==> src/hw/ldc_params.svh <==
// Register offsets, field positions and reset values of the LED driver configuration bank
// Functional notes
// - LED function stays disabled while chip enable bit 6 of register 0 is 0.
// - Enable control register at address 0h, resets to 0h, device starts disabled.
// - Option control register at address 1h, resets 3Ch; upper two bits reserved, RW.
// - Option bit 5 selects dimming curve: 0 linear, 1 logarithmic; resets 1.
// - Option bit 4 enables automatic power saving; resets 1.
// - Option bit 3 enables register address auto-increment; resets 1.
// - Option bit 2 enables PWM dithering; resets 1.
// - Option bit 1 current ceiling: 0 is 25.5 mA, 1 is 35 mA; resets 0.
// - Option bit 0 forces every LED output off, overriding all; resets 0.
// - Low bank select register at address 2h, resets 00h.
// - Low bank select bit n puts module n in bank control when 1.
// - High bank select register at address 3h, resets 00h; bits 7 to 4 reserved RW.
// - High bank select bit 3 puts module eleven in bank control when 1.
// - High bank select bits 2..0 steer modules ten, nine, eight likewise.
`ifndef LDC_PARAMS_SVH
`define LDC_PARAMS_SVH

// ----------------------------------------
// Offsets
// ----------------------------------------
`define LDC_ADDR_ENABLE      8'h00
`define LDC_ADDR_OPTION      8'h01
`define LDC_ADDR_BANK_LO     8'h02
`define LDC_ADDR_BANK_HI     8'h03

// ----------------------------------------
// Reset values
// ----------------------------------------
`define LDC_RST_ENABLE       8'h00
`define LDC_RST_OPTION       8'h3C
`define LDC_RST_BANK_LO      8'h00
`define LDC_RST_BANK_HI      8'h00

// ----------------------------------------
// Field positions
// ----------------------------------------
`define LDC_BIT_CHIP_EN      6
`define LDC_BIT_LOG_SCALE    5
`define LDC_BIT_POWER_SAVE   4
`define LDC_BIT_AUTO_INCR    3
`define LDC_BIT_DITHER       2
`define LDC_BIT_MAX_CURRENT  1
`define LDC_BIT_SHUTDOWN     0
`define LDC_BANK_HI_USED     4

`endif

==> src/hw/ldc_pkg.sv <==
// Types shared by the LED driver configuration bank
package ldc_pkg;

  // ----------------------------------------
  // Host access
  // ----------------------------------------
  typedef struct packed {
    logic       start;
    logic       wr_valid;
    logic       rd_valid;
    logic [7:0] start_addr;
    logic [7:0] wdata;
  } ldc_req_t;

  // ----------------------------------------
  // Decoded controls
  // ----------------------------------------
  typedef struct packed {
    logic        led_enable;
    logic        log_scale;
    logic        power_save;
    logic        dither;
    logic        high_current;
    logic [11:0] group_mode;
  } ldc_ctrl_t;

  typedef enum logic [1:0] {
    LDC_ST_IDLE = 2'b01,
    LDC_ST_XFER = 2'b10
  } ldc_state_t;

endpackage

==> src/hw/ldc_regs.sv <==
// Configuration register bank of a multi-channel LED sink driver
`timescale 1ns/10ps
`include "ldc_params.svh"

module ldc_regs (
  // Clock and reset
  input  wire logic              core_clk,
  input  wire logic              sys_rst,
  // Byte access from the serial front end
  input  wire ldc_pkg::ldc_req_t req,
  // Read data and current pointer
  output logic [7:0]             rdata,
  output logic                   rvalid,
  output logic [7:0]             cur_addr,
  // Controls to the LED datapath
  output ldc_pkg::ldc_ctrl_t     ctrl
);

  // ----------------------------------------
  // State
  // ----------------------------------------
  logic [7:0]          device_enable_ctrl_reg, device_enable_ctrl_next;
  logic [7:0]          device_option_ctrl_reg, device_option_ctrl_next;
  logic [7:0]          bank_select_low_reg, bank_select_low_next;
  logic [7:0]          bank_select_high_reg, bank_select_high_next;
  logic [7:0]          addr_reg, addr_next;
  logic [7:0]          rdata_reg, rdata_next;
  logic                rvalid_reg, rvalid_next;
  ldc_pkg::ldc_state_t state_reg, state_next;
  ldc_pkg::ldc_ctrl_t  ctrl_reg, ctrl_next;

  // ----------------------------------------
  // Decoded byte
  // ----------------------------------------
  logic [7:0]          acc_addr;
  logic                byte_done;
  logic                wr_taken;
  logic                rd_taken;
  logic [3:0]          acc_sel;

  // ----------------------------------------
  // Functions
  // ----------------------------------------
  // One-hot select of the four registers, all zero outside this bank
  function automatic logic [3:0] reg_select(input logic [7:0] a);
    if (a == `LDC_ADDR_ENABLE) begin
      reg_select = 4'h1;
    end else if (a == `LDC_ADDR_OPTION) begin
      reg_select = 4'h2;
    end else if (a == `LDC_ADDR_BANK_LO) begin
      reg_select = 4'h4;
    end else if (a == `LDC_ADDR_BANK_HI) begin
      reg_select = 4'h8;
    end else begin
      reg_select = 4'h0;
    end
  endfunction

  // Read data of the selected register
  function automatic logic [7:0] read_mux(input logic [3:0] s, input logic [7:0] e,
                                          input logic [7:0] o, input logic [7:0] l,
                                          input logic [7:0] h);
    if (s[0]) begin
      read_mux = e;
    end else if (s[1]) begin
      read_mux = o;
    end else if (s[2]) begin
      read_mux = l;
    end else if (s[3]) begin
      read_mux = h;
    end else begin
      // Registers outside this bank read as zero here
      read_mux = 8'h00;
    end
  endfunction

  // Whole byte replaced on a hit, reserved bits included
  function automatic logic [7:0] store_byte(input logic hit, input logic [7:0] d, input logic [7:0] q);
    if (hit) begin
      store_byte = d;
    end else begin
      store_byte = q;
    end
  endfunction

  // ----------------------------------------
  // Byte decode
  // ----------------------------------------
  always_comb begin
    // A start restarts the pointer even mid-transfer
    acc_addr  = req.start ? req.start_addr : addr_reg;
    // Bytes with no start since reset are dropped
    byte_done = (req.wr_valid | req.rd_valid) & (req.start | (state_reg == ldc_pkg::LDC_ST_XFER));
    // A write wins when both strobes are high
    wr_taken  = byte_done & req.wr_valid;
    rd_taken  = byte_done & ~req.wr_valid;
    acc_sel   = reg_select(acc_addr);
  end

  // ----------------------------------------
  // Transfer state and pointer
  // ----------------------------------------
  always_comb begin
    state_next = state_reg;
    addr_next  = addr_reg;
    case (state_reg)
      ldc_pkg::LDC_ST_IDLE: begin
        if (req.start) begin
          state_next = ldc_pkg::LDC_ST_XFER;
        end
      end
      ldc_pkg::LDC_ST_XFER: begin
        // No stop condition reaches this bank, so the transfer lasts until reset
        state_next = ldc_pkg::LDC_ST_XFER;
      end
      default: begin
        state_next = ldc_pkg::LDC_ST_IDLE;
      end
    endcase
    if (byte_done) begin
      // Increment mode is taken before this byte's own write lands
      if (device_option_ctrl_reg[`LDC_BIT_AUTO_INCR]) begin
        addr_next = acc_addr + 8'h01;
      end else begin
        addr_next = acc_addr;
      end
    end else if (req.start) begin
      addr_next = req.start_addr;
    end
  end

  always_ff @(posedge core_clk) begin
    if (sys_rst) begin
      state_reg <= ldc_pkg::LDC_ST_IDLE;
      addr_reg  <= 8'h00;
    end else begin
      state_reg <= state_next;
      addr_reg  <= addr_next;
    end
  end

  // ----------------------------------------
  // Configuration registers
  // ----------------------------------------
  always_comb begin
    // Writes outside the bank hit nothing, yet the pointer still steps when auto-increment is on
    device_enable_ctrl_next = store_byte(wr_taken & acc_sel[0], req.wdata, device_enable_ctrl_reg);
    device_option_ctrl_next = store_byte(wr_taken & acc_sel[1], req.wdata, device_option_ctrl_reg);
    bank_select_low_next    = store_byte(wr_taken & acc_sel[2], req.wdata, bank_select_low_reg);
    bank_select_high_next   = store_byte(wr_taken & acc_sel[3], req.wdata, bank_select_high_reg);
  end

  always_ff @(posedge core_clk) begin
    if (sys_rst) begin
      device_enable_ctrl_reg <= `LDC_RST_ENABLE;
      device_option_ctrl_reg <= `LDC_RST_OPTION;
      bank_select_low_reg    <= `LDC_RST_BANK_LO;
      bank_select_high_reg   <= `LDC_RST_BANK_HI;
    end else begin
      device_enable_ctrl_reg <= device_enable_ctrl_next;
      device_option_ctrl_reg <= device_option_ctrl_next;
      bank_select_low_reg    <= bank_select_low_next;
      bank_select_high_reg   <= bank_select_high_next;
    end
  end

  // ----------------------------------------
  // Read return
  // ----------------------------------------
  always_comb begin
    rdata_next  = rdata_reg;
    rvalid_next = 1'b0;
    if (rd_taken) begin
      // Reserved bits come back as stored
      rdata_next  = read_mux(acc_sel, device_enable_ctrl_reg, device_option_ctrl_reg,
                             bank_select_low_reg, bank_select_high_reg);
      rvalid_next = 1'b1;
    end
  end

  always_ff @(posedge core_clk) begin
    if (sys_rst) begin
      rdata_reg  <= 8'h00;
      rvalid_reg <= 1'b0;
    end else begin
      rdata_reg  <= rdata_next;
      rvalid_reg <= rvalid_next;
    end
  end

  // ----------------------------------------
  // Datapath controls
  // ----------------------------------------
  // Controls follow the stored fields; shutdown and chip enable gate only led_enable
  always_comb begin
    ctrl_next.led_enable   = device_enable_ctrl_reg[`LDC_BIT_CHIP_EN] &
                             ~device_option_ctrl_reg[`LDC_BIT_SHUTDOWN];
    ctrl_next.log_scale    = device_option_ctrl_reg[`LDC_BIT_LOG_SCALE];
    ctrl_next.power_save   = device_option_ctrl_reg[`LDC_BIT_POWER_SAVE];
    ctrl_next.dither       = device_option_ctrl_reg[`LDC_BIT_DITHER];
    ctrl_next.high_current = device_option_ctrl_reg[`LDC_BIT_MAX_CURRENT];
    // Only the used low nibble of the high bank register reaches the datapath
    ctrl_next.group_mode   = {bank_select_high_reg[`LDC_BANK_HI_USED-1:0], bank_select_low_reg};
  end

  // Registered copy costs one cycle of lag but keeps the outputs glitch free
  always_ff @(posedge core_clk) begin
    if (sys_rst) begin
      ctrl_reg <= '0;
    end else begin
      ctrl_reg <= ctrl_next;
    end
  end

  // ----------------------------------------
  // Outputs
  // ----------------------------------------
  assign rdata    = rdata_reg;
  assign rvalid   = rvalid_reg;
  assign cur_addr = addr_reg;
  assign ctrl     = ctrl_reg;

endmodule

==> config.mk <==
export PLATFORM = sky130hd
export DESIGN_NAME = ldc_regs
export DESIGN_NICKNAME = d
export VERILOG_FILES = /design/src/hw/ldc_pkg.sv /design/src/hw/ldc_regs.sv
export VERILOG_INCLUDE_DIRS = /design/src /design/src/hw
export SDC_FILE = /design/constraint.sdc
export NUM_CORES = 1
export LEC_CHECK = 0
export ABC_CLOCK_PERIOD_IN_PS = 7500
export BUFFER_PORTS_ARGS = -buffer_cell sky130_fd_sc_hd__buf_2
export CORE_MARGIN = 5
export CORE_UTILIZATION = 55
export CTS_BUF_LIST = sky130_fd_sc_hd__clkbuf_8
export DETAILED_ROUTE_END_ITERATION = 16
export PLACE_DENSITY = 0.81
export SYNTH_ARGS = -nofsm -noshare
export SYNTH_HDL_FRONTEND = slang
export SYNTH_SLANG_ARGS = --single-unit
==> constraint.sdc <==
create_clock -name core_clk -period 7.5 [get_ports core_clk]
set_clock_uncertainty 0.15 [all_clocks]
set_input_delay 0.75 -clock core_clk [delete_from_list [all_inputs] [get_ports core_clk]]
set_output_delay 0.75 -clock core_clk [all_outputs]
set_load 0.005 [all_outputs]
==> results.yml <==
run_status:
  status: "finished clean"
layout:
  multi_input_area_um2: 1500
  postLayoutCellArea_um2: 3460
  stdcell_count: 434
  seq_area_um2: 1360
  area_growth_pct: 14.7
  nFillCells: 468
  diodes: 0
  drive_gt1_share_pct: 23.2
  final_nets: 386
  largest_reg_flops: 17
  final_core_util_pct: 64.0
timing:
  worst_pin_slew_ns: 0.831
  holdWs_ns: 0.304
  fin_crit_ns: 3.43
  final_hold_viol_count: 0
  period_share_pct: 45.7
  rsz0062_at_grt: "false"
  finalSetupViolCount: 0
  max_slew_margin_pct: 44.6
  drv_slew: 0
  setup_tns_ns: 0
  max_freq_ghz: 0.292
logic_synthesis:
  synth_top_area_share_pct: 45.1
  syn_inst: 309
  synthTopCellsByCount: "68 x dfxtp_1, 37 x mux2i_1, 37 x nand2b_1, 22 x inv_1, 22 x nand2_1"
  synth_edf_count: 0
  synth_nets: 336
  synth-seq-cells: 68
  synthDistinctLibCells: 44
  syn_area_per_cell_um2: 9.77
  yosysSeqAreaShare_pct: 45.1
  ys_warn_count: 0
  synth-main-ff-cell: "dfxtp_1"
  netlist_area_um2: 3020
  yosysTopAreaCell: "dfxtp_1"
  synthTopCellsByArea: "dfxtp_1 45%, mux2i_1 12%, nand2b_1 7.7%"
  synth.most_common_cell: "dfxtp_1"
  async_flop_share_pct: 0
detailed_routing:
  via_count: 2301
  top_layer: "met4"
  viasPerCell: 5.30
  route.met3.wl_um: 393
  wl_mm: 6.48
  wl_met1_mm: 2.98
  routedWlPerCell_um: 14.9
  wl_met2_mm: 3.02
  drc: 0
  drt-initial-drc-count: 248
  final_antenna_net_count: 0
  drt_pre_antenna_iters: 4
clock_tree:
  cts_buffer_depth: 2
  postCtsHoldBufs: 0
  clk_latency_ns: 0.33
  cts_tree: "done"
  cts_buffers: 9
  htreeDepth: 3
  cts_resized: 0
  cts.sinks: 68
  cts_setup_buffers: 0
  cts-root-buf: "clkbuf_8"
  clk_pin_slew_ns: 0.07
global_route:
  grt_pass1_vias: 2327
  grt_pass1_wl_mm: 10.8
  grt_max_degree: 59
  overflow: 0
  antenna_found_initial: 0
  grtUsageTotal_pct: 19.0
die:
  die_area_um2: 7070
  start_util_pct: 55.8
  fp-row-count: 27
  core_area_um2: 5410
  die_y_um: 84.1
  ios: 55
  die_w_um: 84.1
min_path:
  hold_path.class: "reg -> reg"
run:
  max-cap-violations: 0
place:
  dpl-instance-area_um2: 3300
  dpl.cell_count: 420
  io_buffers: 54
  dp_hpwl_mm: 4.81
  routabilityCongestion: 0.825
setup_path:
  cp-end-kind: "register"
  critPathRequiredTime_ns: 7.59
  arrival_ns: 3.51
  path_class: "in -> reg"
  path_max_fanout: 19
  start_kind: "input pin"
power:
  swShare_pct: 27.1
  power_density_nw_per_um2: 214
  sequentialPowerShare_pct: 51.5
  p_sw_mw: 0.201
  p_comb_share_pct: 14.9
  p_leak_nw: 1.59
  peakVddDrop_uv: 130
  pwr-share-clk_pct: 33.6
  p_int_mw: 0.538
==> through the flow <==
step / power (mW) / setup WS (ns)
6_report: 0.739 / 4.07
5_1_grt: 0.779 / 3.94
4_1_cts: 0.743 / 4.12
3_5_place_dp: 0.498 / 3.81
3_3_place_gp: 0.494 / 4.05
2_1_floorplan: 0.468 / 4.48
==> worst max-delay path: stages <==
cell      delay (ns)
buf_2           0.32
mux2i_1         0.61
inv_1           0.16
ha_1            0.43
nor3b_1         0.69
a211oi_1        0.25
o31ai_1         0.29
==> worst paths after layout <==
path,startpoint,endpoint,slack (ns),cells after the start
hold / removal,rdata[7]$_SDFFE_PP0P_,rdata[7]$_SDFFE_PP0P_,0.30,2
hold reg to reg,rdata[7]$_SDFFE_PP0P_,rdata[7]$_SDFFE_PP0P_,0.30,2
setup / recovery,req[18],rdata[4]$_SDFFE_PP0P_,4.07,7
setup reg to reg,cur_addr[0]$_SDFF_PP0_,rdata[4]$_SDFFE_PP0P_,4.64,6
==> power groups by stage <==
stage | Sequential, mW | Combinational [mW] | Clock (mW)
2_1_floorplan | 0.388 | 0.0796 | 0
6_report | 0.381 | 0.110 | 0.248
5_1_grt | 0.382 | 0.124 | 0.273
3_3_place_gp | 0.388 | 0.105 | 0
4_1_cts | 0.381 | 0.110 | 0.253
3_5_place_dp | 0.389 | 0.110 | 0
==> placed cells by master (no fill, tap or decap), drive strengths merged, types with 4 or more instances in the layout <==
master / count
ha: 6
clkbuf: 10
a211oi: 8
nor2: 15
a22oi: 4
dfxtp: 68
o21ai: 19
inv: 24
nand2b: 37
nand2: 24
buf: 54
mux2i: 37
a21oi: 11
==> cell families (layout without fill, tap and decap cells) <==
logic type               after synthesis  after routing  share of synthesized area [%]
AO/OA/AOI/OAI                         58             58                           14.1
adder cells (fa/ha/maj)                6              6                           2.49
XOR/XNOR                               3              3                          0.871
buffers and inverters                 37             90                           5.22
AND/OR/NAND/NOR                       97             97                           18.9
flip-flops                            68             68                           45.1
multiplexers                          40             40                           13.4
==> area by class of cell <==
| class | count | share of cell area, % |
|---|---|---|
| well taps | 72 | 2.60 |
| repair buffers | 54 | 7.81 |
| inverters | 22 | 2.39 |
| multi-input cells | 204 | 43.3 |
| flip-flops and latches | 68 | 39.3 |
| clock buffers | 10 | 3.98 |
| clock inverters | 4 | 0.578 |
==> metal layers <==
layer	up-vias	track usage [%]
met3	10	5.73
met5	-	0
met2	68	30.6
met1	1063	24.2
met4	0	5.99
li1	1160	-
Power figures use the tool's default switching activity.
